--- src/rtl/bsup_pkg.sv ---
// Summary of operation
// High and low fire both on for the no-combustion time causes lockout.
// Timeout mode wait: a stalled monitored step waits with no warning.
// Timeout mode alarm: warn after no-combustion time, clear and advance when satisfied.
// Timeout mode lockout: lockout when a monitored step stalls for no-combustion time.
// Timeout handling applies only to air off, air on and prepurge wait steps.
// Restart prepurge option acts only with prepurge enabled, after a stop in combustion.
// Restart option every time: full prepurge before every restart.
// Restart option cancel: skip prepurge within reignition time, else prepurge.
// Restart option lockout: skip prepurge within reignition time, else lockout.
// Software should program a non-zero postpurge time with cancel or lockout restart.
// Low fire stop is only available when pilot start is the run request.
// Low fire stop off: pilot start off stops the burner immediately.
// Low fire stop on: drive motor to low fire, stop once low fire is seen.
// Low fire not reached within the combustion error time causes lockout.
// Residual mode none: postpurge lasts exactly the postpurge time, flame ignored.
// Residual mode continue: postpurge extends while residual flame is seen.
// Limited and lockout modes extend, then stop blower at no-combustion time; lockout locks.
// Software should set no-combustion time no shorter than both postpurge times.
// Air pressure answerback joins the prepurge conditions only when enabled.
// Lockout latches with outputs safe until the lockout reset input is applied.
package bsup_pkg;
    localparam int CLK_HZ = 25_000_000;
    localparam int TICK_MS = 100;
    localparam int TICK_CYC = CLK_HZ / 1000 * TICK_MS;
    localparam int AW = 8;
    localparam int DW = 16;
    localparam logic [AW-1:0] OFS_CFG = 8'h00;
    localparam logic [AW-1:0] OFS_T_NOCOMB = 8'h04;
    localparam logic [AW-1:0] OFS_T_COMB = 8'h08;
    localparam logic [AW-1:0] OFS_T_POST = 8'h0C;
    localparam logic [AW-1:0] OFS_T_LOPOST = 8'h10;
    localparam logic [AW-1:0] OFS_T_REIGN = 8'h14;
    localparam logic [AW-1:0] OFS_T_PREPURGE = 8'h18;
    localparam logic [AW-1:0] OFS_STATUS = 8'h1C;
    localparam logic [DW-1:0] CFG_RST = 16'h0000;
    localparam logic [DW-1:0] T_NOCOMB_RST = 16'h0064;
    localparam logic [DW-1:0] T_COMB_RST = 16'h0064;
    localparam logic [DW-1:0] T_POST_RST = 16'h0032;
    localparam logic [DW-1:0] T_LOPOST_RST = 16'h0032;
    localparam logic [DW-1:0] T_REIGN_RST = 16'h0064;
    localparam logic [DW-1:0] T_PREPURGE_RST = 16'h0032;

    typedef enum logic [1:0] {
        TMO_WAIT = 2'h0,
        TMO_ALARM = 2'h1,
        TMO_LOCK = 2'h2
    } bsup_tmo_t;

    typedef enum logic [1:0] {
        RST_EVERY = 2'h0,
        RST_CANCEL = 2'h1,
        RST_LOCK = 2'h2
    } bsup_rstm_t;

    typedef enum logic [1:0] {
        RES_NONE = 2'h0,
        RES_CONT = 2'h1,
        RES_LIMIT = 2'h2,
        RES_LOCK = 2'h3
    } bsup_res_t;

    // Configuration word, most significant field first.
    typedef struct packed {
        logic [4:0] spare;
        logic ans_en;
        bsup_res_t res_mode;
        logic lfs_en;
        logic pilot_use;
        logic pp_en;
        bsup_rstm_t rst_mode;
        logic [0:0] rsvd;
        bsup_tmo_t tmo_mode;
    } bsup_cfg_t;

    // Field inputs, all asynchronous to mclk.
    typedef struct packed {
        logic hi_fire;
        logic lo_fire;
        logic air_sw;
        logic flame;
        logic pilot_start;
        logic air_ans;
        logic start_req;
        logic lock_reset;
    } bsup_pins_t;
endpackage : bsup_pkg

--- src/rtl/bsup_timer.sv ---
`timescale 1ns/100ps
module bsup_timer
    import bsup_pkg::*;
(
    // Clock and control.
    input wire logic mclk,
    input wire logic sys_rst,
    input wire logic ce,
    // Count control.
    input wire logic clr,
    input wire logic tick,
    // Elapsed time in ticks.
    output logic [DW-1:0] cnt
);
    // Saturates so a long stall never wraps back below a threshold.
    always_ff @(posedge mclk) begin
        if (sys_rst) begin
            cnt <= '0;
        end else if (ce) begin
            if (clr) begin
                cnt <= '0;
            end else if (tick && cnt != 16'hFFFF) begin
                cnt <= cnt + 16'h0001;
            end
        end
    end
endmodule : bsup_timer

--- src/rtl/bsup_top.sv ---
`timescale 1ns/100ps
module bsup_top
    import bsup_pkg::*;
#(
    parameter int TICK_CYCLES = TICK_CYC
)
(
    // Clock, reset and enable.
    input wire logic mclk,
    input wire logic sys_rst,
    input wire logic ce,
    // Register port.
    input wire logic [AW-1:0] reg_addr,
    input wire logic [DW-1:0] reg_wdata,
    input wire logic reg_wr,
    input wire logic reg_rd,
    output logic [DW-1:0] reg_rdata,
    // Field inputs.
    input wire bsup_pins_t pins,
    // Burner outputs.
    output logic blower_on,
    output logic burner_run,
    output logic motor_low,
    output logic warn,
    output logic lockout
);
    typedef enum {
        ST_IDLE,
        ST_AIR_OFF,
        ST_AIR_ON,
        ST_PP_WAIT,
        ST_PURGE,
        ST_RUN,
        ST_LOW_STOP,
        ST_POST,
        ST_LOCK
    } bsup_st_t;

    bsup_st_t state_r;
    bsup_st_t state_nxt;
    bsup_pins_t pin_s1_r;
    bsup_pins_t pin_r;
    bsup_cfg_t cfg_r;
    logic [DW-1:0] t_nocomb_r;
    logic [DW-1:0] t_comb_r;
    logic [DW-1:0] t_post_r;
    logic [DW-1:0] t_lopost_r;
    logic [DW-1:0] t_reign_r;
    logic [DW-1:0] t_pre_r;
    logic [31:0] div_r;
    logic tick;
    logic [DW-1:0] st_cnt;
    logic [DW-1:0] hl_cnt;
    logic [DW-1:0] rs_cnt;
    logic comb_seen_r;
    logic warn_r;
    logic blower_r;
    logic run_r;
    logic motor_low_r;
    logic lock_r;
    logic res_lock_r;
    logic run_req;
    logic lfs_act;
    logic monitored;
    logic adv;
    logic step_late;
    logic hl_bad;
    logic lock_now;
    logic purge_cond;
    logic [DW-1:0] rdata_r;

    function automatic logic reached(input logic [DW-1:0] cnt, input logic [DW-1:0] lim);
        reached = cnt >= lim;
    endfunction : reached

    // Field pins are metastable-prone; only the second stage is read.
    always_ff @(posedge mclk) begin
        if (sys_rst) begin
            pin_s1_r <= '0;
            pin_r <= '0;
        end else if (ce) begin
            pin_s1_r <= pins;
            pin_r <= pin_s1_r;
        end
    end

    // Judgment times are held in 0.1 s ticks.
    always_ff @(posedge mclk) begin
        if (sys_rst) begin
            div_r <= '0;
        end else if (ce) begin
            if (div_r >= 32'(TICK_CYCLES - 1)) begin
                div_r <= '0;
            end else begin
                div_r <= div_r + 32'h0000_0001;
            end
        end
    end
    assign tick = (div_r == 32'(TICK_CYCLES - 1));

    always_ff @(posedge mclk) begin
        if (sys_rst) begin
            cfg_r <= bsup_cfg_t'(CFG_RST);
            t_nocomb_r <= T_NOCOMB_RST;
            t_comb_r <= T_COMB_RST;
            t_post_r <= T_POST_RST;
            t_lopost_r <= T_LOPOST_RST;
            t_reign_r <= T_REIGN_RST;
            t_pre_r <= T_PREPURGE_RST;
        end else if (ce && reg_wr) begin
            unique case (reg_addr)
                OFS_CFG: cfg_r <= bsup_cfg_t'(reg_wdata);
                OFS_T_NOCOMB: t_nocomb_r <= reg_wdata;
                OFS_T_COMB: t_comb_r <= reg_wdata;
                OFS_T_POST: t_post_r <= reg_wdata;
                OFS_T_LOPOST: t_lopost_r <= reg_wdata;
                OFS_T_REIGN: t_reign_r <= reg_wdata;
                OFS_T_PREPURGE: t_pre_r <= reg_wdata;
                default: ;
            endcase
        end
    end

    always_ff @(posedge mclk) begin
        if (sys_rst) begin
            rdata_r <= '0;
        end else if (ce) begin
            rdata_r <= '0;
            if (reg_rd) begin
                unique case (reg_addr)
                    OFS_CFG: rdata_r <= cfg_r;
                    OFS_T_NOCOMB: rdata_r <= t_nocomb_r;
                    OFS_T_COMB: rdata_r <= t_comb_r;
                    OFS_T_POST: rdata_r <= t_post_r;
                    OFS_T_LOPOST: rdata_r <= t_lopost_r;
                    OFS_T_REIGN: rdata_r <= t_reign_r;
                    OFS_T_PREPURGE: rdata_r <= t_pre_r;
                    OFS_STATUS: rdata_r <= {3'h0, comb_seen_r, pin_r, warn_r, lock_r,
                        blower_r, run_r};
                    default: rdata_r <= '0;
                endcase
            end
        end
    end
    assign reg_rdata = rdata_r;

    bsup_timer u_step_tmr (
        .mclk(mclk),
        .sys_rst(sys_rst),
        .ce(ce),
        .clr(state_nxt != state_r),
        .tick(tick),
        .cnt(st_cnt)
    );

    bsup_timer u_hilo_tmr (
        .mclk(mclk),
        .sys_rst(sys_rst),
        .ce(ce),
        .clr(!(pin_r.hi_fire && pin_r.lo_fire)),
        .tick(tick),
        .cnt(hl_cnt)
    );

    // Measures time since the run step ended, for the reignition decision.
    bsup_timer u_restart_tmr (
        .mclk(mclk),
        .sys_rst(sys_rst),
        .ce(ce),
        .clr(state_r == ST_RUN),
        .tick(tick),
        .cnt(rs_cnt)
    );

    always_comb begin
        run_req = cfg_r.pilot_use ? pin_r.pilot_start : pin_r.start_req;
        lfs_act = cfg_r.lfs_en && cfg_r.pilot_use;
        purge_cond = pin_r.air_sw && pin_r.lo_fire && (pin_r.air_ans || !cfg_r.ans_en);
        monitored = (state_r == ST_AIR_OFF) || (state_r == ST_AIR_ON) ||
            (state_r == ST_PP_WAIT);
        unique case (state_r)
            ST_AIR_OFF: adv = !pin_r.air_sw;
            ST_AIR_ON: adv = pin_r.air_sw;
            ST_PP_WAIT: adv = purge_cond;
            default: adv = 1'b0;
        endcase
        step_late = monitored && !adv && reached(st_cnt, t_nocomb_r);
        hl_bad = pin_r.hi_fire && pin_r.lo_fire && reached(hl_cnt, t_nocomb_r);
        lock_now = hl_bad || (step_late && cfg_r.tmo_mode == TMO_LOCK);
    end

    always_comb begin
        state_nxt = state_r;
        unique case (state_r)
            ST_IDLE: begin
                if (run_req) begin
                    if (!cfg_r.pp_en) begin
                        state_nxt = ST_RUN;
                    end else if (comb_seen_r && cfg_r.rst_mode == RST_CANCEL) begin
                        state_nxt = reached(rs_cnt, t_reign_r) ? ST_AIR_OFF : ST_RUN;
                    end else if (comb_seen_r && cfg_r.rst_mode == RST_LOCK) begin
                        state_nxt = reached(rs_cnt, t_reign_r) ? ST_LOCK : ST_RUN;
                    end else begin
                        state_nxt = ST_AIR_OFF;
                    end
                end
            end
            ST_AIR_OFF, ST_AIR_ON, ST_PP_WAIT: begin
                // A stalled step simply holds here in wait and alarm modes.
                if (!run_req) begin
                    state_nxt = ST_POST;
                end else if (adv) begin
                    state_nxt = (state_r == ST_AIR_OFF) ? ST_AIR_ON :
                        (state_r == ST_AIR_ON) ? ST_PP_WAIT : ST_PURGE;
                end
            end
            ST_PURGE: begin
                if (!run_req) begin
                    state_nxt = ST_POST;
                end else if (reached(st_cnt, t_pre_r)) begin
                    state_nxt = ST_RUN;
                end
            end
            ST_RUN: begin
                if (!run_req) begin
                    if (lfs_act) begin
                        state_nxt = ST_LOW_STOP;
                    end else begin
                        state_nxt = cfg_r.pp_en ? ST_POST : ST_IDLE;
                    end
                end
            end
            ST_LOW_STOP: begin
                if (pin_r.lo_fire) begin
                    state_nxt = cfg_r.pp_en ? ST_POST : ST_IDLE;
                end else if (reached(st_cnt, t_comb_r)) begin
                    state_nxt = ST_LOCK;
                end
            end
            ST_POST: begin
                unique case (cfg_r.res_mode)
                    RES_NONE: begin
                        if (reached(st_cnt, t_post_r)) begin
                            state_nxt = ST_IDLE;
                        end
                    end
                    RES_CONT: begin
                        if (reached(st_cnt, t_post_r) && !pin_r.flame) begin
                            state_nxt = ST_IDLE;
                        end
                    end
                    RES_LIMIT, RES_LOCK: begin
                        if (reached(st_cnt, t_post_r) && !pin_r.flame) begin
                            state_nxt = ST_IDLE;
                        end else if (reached(st_cnt, t_nocomb_r)) begin
                            state_nxt = (cfg_r.res_mode == RES_LOCK) ? ST_LOCK : ST_IDLE;
                        end
                    end
                endcase
            end
            ST_LOCK: begin
                if (pin_r.lock_reset) begin
                    state_nxt = ST_IDLE;
                end
            end
        endcase
        if (lock_now && state_r != ST_LOCK) begin
            state_nxt = ST_LOCK;
        end
    end

    always_ff @(posedge mclk) begin
        if (sys_rst) begin
            state_r <= ST_IDLE;
        end else if (ce) begin
            state_r <= state_nxt;
        end
    end

    // A restart counts as a reignition only after real combustion.
    always_ff @(posedge mclk) begin
        if (sys_rst) begin
            comb_seen_r <= 1'b0;
        end else if (ce) begin
            if (state_r == ST_LOCK || !cfg_r.pp_en) begin
                comb_seen_r <= 1'b0;
            end else if (state_r == ST_RUN) begin
                comb_seen_r <= 1'b1;
            end
        end
    end

    always_ff @(posedge mclk) begin
        if (sys_rst) begin
            warn_r <= 1'b0;
        end else if (ce) begin
            warn_r <= step_late && cfg_r.tmo_mode == TMO_ALARM;
        end
    end

    // A postpurge lockout has already spent its blower time.
    always_ff @(posedge mclk) begin
        if (sys_rst) begin
            res_lock_r <= 1'b0;
        end else if (ce) begin
            if (state_r != ST_LOCK) begin
                res_lock_r <= (state_r == ST_POST) && (state_nxt == ST_LOCK);
            end
        end
    end

    // In lockout the blower purges for the lockout postpurge time, unless lockout came from postpurge, then all stop.
    always_ff @(posedge mclk) begin
        if (sys_rst) begin
            blower_r <= 1'b0;
            run_r <= 1'b0;
            motor_low_r <= 1'b0;
            lock_r <= 1'b0;
        end else if (ce) begin
            lock_r <= (state_r == ST_LOCK);
            // The burner fires on while the motor winds back to low fire.
            run_r <= (state_r == ST_RUN) || (state_r == ST_LOW_STOP);
            motor_low_r <= (state_r == ST_PP_WAIT) || (state_r == ST_LOW_STOP);
            unique case (state_r)
                ST_AIR_ON, ST_PP_WAIT, ST_PURGE, ST_RUN, ST_LOW_STOP: blower_r <= 1'b1;
                ST_POST: blower_r <= 1'b1;
                ST_LOCK: begin
                    // Lockout postpurge, unless the blower time ran out in postpurge.
                    blower_r <= !res_lock_r && !reached(st_cnt, t_lopost_r);
                end
                default: blower_r <= 1'b0;
            endcase
        end
    end

    assign blower_on = blower_r;
    assign burner_run = run_r;
    assign motor_low = motor_low_r;
    assign warn = warn_r;
    assign lockout = lock_r;
endmodule : bsup_top

--- config.mk ---
export PLATFORM = sky130hd
export DESIGN_NAME = bsup_top
export DESIGN_NICKNAME = d
export VERILOG_FILES = /design/src/rtl/bsup_pkg.sv /design/src/rtl/bsup_timer.sv /design/src/rtl/bsup_top.sv
export SDC_FILE = /design/constraint.sdc
export NUM_CORES = 1
export LEC_CHECK = 0
export BUFFER_PORTS_ARGS = -buffer_cell sky130_fd_sc_hd__buf_2
export CORE_MARGIN = 4
export CORE_UTILIZATION = 50
export CTS_CLUSTER_DIAMETER = 50
export DETAILED_ROUTE_END_ITERATION = 12
export PLACE_DENSITY = 0.78
export SYNTH_ARGS = -nofsm -noshare
export SYNTH_HDL_FRONTEND = slang
export SYNTH_HIERARCHICAL = 1
export SYNTH_SLANG_ARGS = --single-unit
--- constraint.sdc ---
create_clock -name mclk -period 9.1 [get_ports mclk]
set_clock_uncertainty 0.05 [all_clocks]
set_input_delay 2.73 -clock mclk [delete_from_list [all_inputs] [get_ports mclk]]
set_output_delay 2.73 -clock mclk [all_outputs]
set_load 0.05 [all_outputs]
# After elaboration in Yosys (flattened, before gate mapping)
# Index checks and enable logic that the tools add are counted.
# totals
output_inout_bits	21
ff_bits	263
input_bits	37
elab_cells	187
# op_classes
eq_ne	37
muxes	40
addsub	4
n_lt_le_gt_ge	8
n_reduce_logical	54
# ops
operator	n
$mux W32	15
$pmux W32 S7	1
$eq A32 B3 Y1 const B	6
$eq A32 B4 Y1 const B	4
$pmux W16 S8	1
$ge A16 B16 Y1	7
$mux W16	7
$eq A32 B2 Y1 const B	3
$pmux W32 S3	1
$eq A32 B5 Y1 const B	2
$add A16 B1 Y16 const B	3
$ne A16 B16 Y1 const B	3
$add A32 B1 Y32 const B	1
$eq A32 B1 Y1 const B	1
$eq A32 B22 Y1 const B	1
$eq A8 B5 Y1 const B	4
$ge A32 B22 Y1 const B	1
$logic_not A32 Y1	1
$ne A32 B32 Y1	1
$ne A32 B5 Y1 const B	1
$reduce_and A2 Y1	12
$mux W4	5
$logic_and A1 B1 Y1	19
$eq A8 B4 Y1 const B	2
other kinds (16)	41

# Longest topological paths before layout
# depth
word_depth	14
mapped_depth	16
depth_no_buf	15

# By module
# Netlist, hierarchy kept.
# modules_own_cells
mod	cells_per_inst	area_per_inst_um2	n_inst	seq_area_each_um2
bsup_top	1452	11598.6	1	4304.1
bsup_timer	132	1061.0	3	320.3

# Worst setup path before layout
# OpenSTA, ideal clock, no wires.
# synth_timing
kind	input -> register
startpoint	in reg_addr[5]
endpoint	reg rdata_r[11] (netlist: reg_rdata[11])
arrival_ns	4.631
path_buffers	1
setup_time_ns	0.065
cell_stages	8
slack_ns	4.354
cell_sequence	nor3_1 -> nand2b_1 -> nor3_1 -> clkbuf_1 -> a22oi_1 -> a41oi_1 -> a21oi_1 -> nor2_1
# synth_between
elab_chain_len	3
word_cells_on_any_way	10
classes_between	eq/ne (7); mux (2); reduce/logical (1)
# synth_lines
item	line_no	text
from (decl)	bsup_top.sv:13	input wire logic [AW-1:0] reg_addr,
$eq A8 B5 Y1, or another cell as far along	bsup_top.sv:130	unique case (reg_addr)
$pmux W16 S8 *	bsup_top.sv:130	
$mux W16 *	bsup_top.sv:129	if (reg_rd) begin
to (signal assigned)	bsup_top.sv:131	OFS_CFG: rdata_r <= cfg_r;
to (signal assigned)	bsup_top.sv:132	OFS_T_NOCOMB: rdata_r <= t_nocomb_r;
to (signal assigned)	bsup_top.sv:133	OFS_T_COMB: rdata_r <= t_comb_r;
to (decl)	bsup_top.sv:70	logic [DW-1:0] rdata_r;
# Every way passes the cells marked *; elsewhere a longest branch is shown, timed or not.
# A chain may end at the register's enable or synchronous reset.

# Worst setup path after layout
# layout_timing
startpoint	in reg_addr[5]
endpoint	reg cfg_r[9] (netlist bit)
# layout_between
elab_chain_len	2
# layout_lines
item	line_no	text
$logic_not A8 Y1	bsup_top.sv:111	unique case (reg_addr)
$reduce_and A2 Y1 (no line)	-	
to (signal assigned)	bsup_top.sv:103	cfg_r <= bsup_cfg_t'(CFG_RST);
to (signal assigned)	bsup_top.sv:112	OFS_CFG: cfg_r <= bsup_cfg_t'(reg_wdata);
to (decl)	bsup_top.sv:43	bsup_cfg_t cfg_r;
# Every way passes these cells.

==> impl_metrics.yaml <==
outcome:
  status: "complete, no violations"
critical_path:
  path_max_fanout: 17
  crit_chain: "buf_2 -> nor3_1 -> nand2b_1 -> nor3_2 -> nand2_1 -> nand2_1 -> a21oi_1"
  ff2ff_path_depth: 15
  cp-end-kind: "flop"
  critPathBufInv: 1
  path_common_cell: "nand2_1"
  cp_slowest_cell: "nor3_2"
  critPathLaunchType: "input port"
  critPathRequiredTime_ns: 9.42
  crit_family: "simple AND/OR/NAND/NOR gates"
  slowest_delay_ns: 1.09
  worstSetupPathDepth: 7
  path_class: "in2reg"
  cp.arrival_ns: 5.75
clock_tree:
  post_cts_resized: 0
  cts-root-buf: "clkbuf_16"
  cts.sinks: 263
  cts.hold.buffers_added: 0
  clk_pin_slew_ns: 0.06
  postCtsSetupBuffers: 0
  cts_buffers: 36
  cts_buffer_depth: 3
  h-tree-depth: 2
  tritoncts: "done"
  clk_latency_ns: 0.53
placement:
  port_buffers: 57
  dpl_cell_area_um2: 15400
  dpl.hpwl_um: 34900
  place_congestion: 1.04
yosys:
  synth_fp_nets: 2001
  synth_flop_cell: "dfxtp_1"
  syn_avg_cell_area_um2: 8.00
  synth-async-reset-ratio: 0
  syn_inst: 1848
  synth.most_common_cell: "nand2_1"
  synth-seq-cells: 263
  synth_area_leader_cell: "dfxtp_1"
  yosysWarnings: 6
  yosysSeqAreaShare: 0.356
  synth.distinct_cells: 69
  synth.top_cell.area_share: 0.356
  ys_top_cells_by_area: "dfxtp_1, ha_1, nand2_1, a21oi_1, inv_1"
  synth-edff-count: 0
  synth_common_cells: "nand2_1, dfxtp_1, a21oi_1, inv_1, ha_1"
  netlist_area_um2: 14800
die:
  die_w_um: 180
  die_h_um: 180
  initial_core_util: 0.511
  coreArea_um2: 28900
  num_io_pins: 58
  die_area_um2: 32400
  rows: 62
cells_and_area:
  fin_area_um2: 16600
  nets: 2020
  ff_latch_area_um2: 5270
  area.growth.synth_to_final_pct: 12.3
  final.fill_count: 2591
  drive_above_1_share: 0.0908
  multi_input_area_um2: 8800
  final_util: 0.574
  diodes: 0
drt:
  drc: 0
  wl_per_cell_um: 21.7
  dr.first_iter.drc_count: 1613
  num_vias: 14600
  via_per_inst: 6.41
  antenna_left: 0
  wl_um: 49400
  first_pass_iters: 7
sta:
  rsz0062_at_grt: "no"
  setup_viol: 0
  fin_setup_tns_ns: 0
  tightest_slew_ns: 1.35
  whs_ns: 0.408
  slew_violations: 0
  timing.slew.headroom: 0.0965
  post-route-period-util: 0.597
  hold_violations: 0
  period_needed_ns: 5.43
  fmaxAchievable_mhz: 184
pwr:
  finalPower_mw: 2.98
  p_leak_nw: 6.08
  peakVddDrop_v: 0.000140
  power_density_nw_per_um2: 179
grt:
  grt_overflow: 0
  antenna_found_initial: 0
  grt_max_degree: 75
  groute.usage.overall: 0.292
  grt_pass1_vias: 13300
  grt_first_pass_wirelength_um: 76600
hold_path:
  hold_path.class: "reg2reg"
  hold-path-cell-count: 2
job:
  max_cap_viol_count: 0
routing by layer:
metal | track usage | vias up | part of all wire
met5 | 0 | - | 0
met4 | 0.161 | 0 | 0.066
met3 | 0.0467 | 174 | 0.094
met2 | 0.456 | 839 | 0.44
met1 | 0.387 | 6822 | 0.40
li1 | - | 6779 | -
layout by cell type (no fill, tap or decap), types with 32 or more instances in the layout:
cell       Yosys  final
a21oi_1      186    186
a22oi_1       48     48
a31oi_1       41     41
and2_1        35     35
buf_2          5     55
clkbuf_16      0     38
dfxtp_1      263    263
ha_1         116    116
inv_1        117    117
nand2_1      286    286
nand2b_1      34     34
nand3_1       46     46
nand4_1       42     42
nor2_1       112    112
o211ai_1      44     44
o21ai_0       37     36
or4_1         32     32
worst reg2reg max path, stage by stage, from the launching register on:
cell and delay [ns]:
dfxtp_1 0.41, inv_1 0.11, ha_1 0.32, a21oi_1 0.14
nor2b_1 0.07, o21ai_0 0.18, or4b_1 0.44, o21ai_0 0.60
nand2_2 0.20, or4b_4 0.60, mux2i_1 0.13, or4_1 0.77
nor2b_1 0.49, nand2_1 0.15, or4_1 0.54, a21oi_1 0.15
cell families after synthesis:
kind of cell,synth area share
adders and majority gates,0.0982
DFF,0.356
xor gates and xnor gates,0.0148
and+or+nand+nor,0.263
buffers and inverters,0.0530
AOI/OAI and AO/OA,0.201
muxes,0.0143
layout make-up:
type / count / share of cell area
Inverter: 118 / 0.0267
Sequential cell: 263 / 0.317
Multi-Input combinational cell: 1378 / 0.530
Clock buffer: 42 / 0.0600
Timing Repair Buffer: 70 / 0.0236
Clock inverter: 24 / 0.0136
Tap cell: 384 / 0.0289
report_power, final:
| group | total, mW | internal (mW) | switching, mW |
|---|---|---|---|
| clock | 1.42 | 0.838 | 0.578 |
| sequential | 1.21 | 1.16 | 0.0413 |
| combinational | 0.355 | 0.115 | 0.240 |
registers in the layout, summed over array words and instances, names as in the netlist, 8 cells and up:
name / count
div_r: 32
state_r: 32
cfg_r: 16
reg_rdata: 16
t_comb_r: 16
t_lopost_r: 16
t_nocomb_r: 16
t_post_r: 16
t_pre_r: 16
t_reign_r: 16
u_hilo_tmr/cnt: 16
u_restart_tmr/cnt: 16
u_step_tmr/cnt: 16
pin_r: 8
pin_s1_r: 8
stage by stage:
| stage | setup slack, ns | instances |
|---|---|---|
| 5_1_grt | 3.50 | 2279 |
| 4_1_cts | 3.78 | 2279 |
| 6_report | 3.67 | 2279 |
| 3_5_place_dp | 3.31 | 2213 |
| 2_1_floorplan | 4.35 | 1848 |
| 3_3_place_gp | 3.46 | 2213 |
worst paths after layout:
| path | startpoint | endpoint | slack, ns |
|---|---|---|---|
| setup / recovery | reg_addr[5] | cfg_r[9] | 3.67 |
| hold / removal | motor_low | motor_low | 0.41 |
| setup reg to reg | t_nocomb_r[9] | u_step_tmr/cnt[5] | 3.67 |
| hold reg to reg | motor_low | motor_low | 0.41 |
Note: power is estimated with default switching activity, not from simulation.
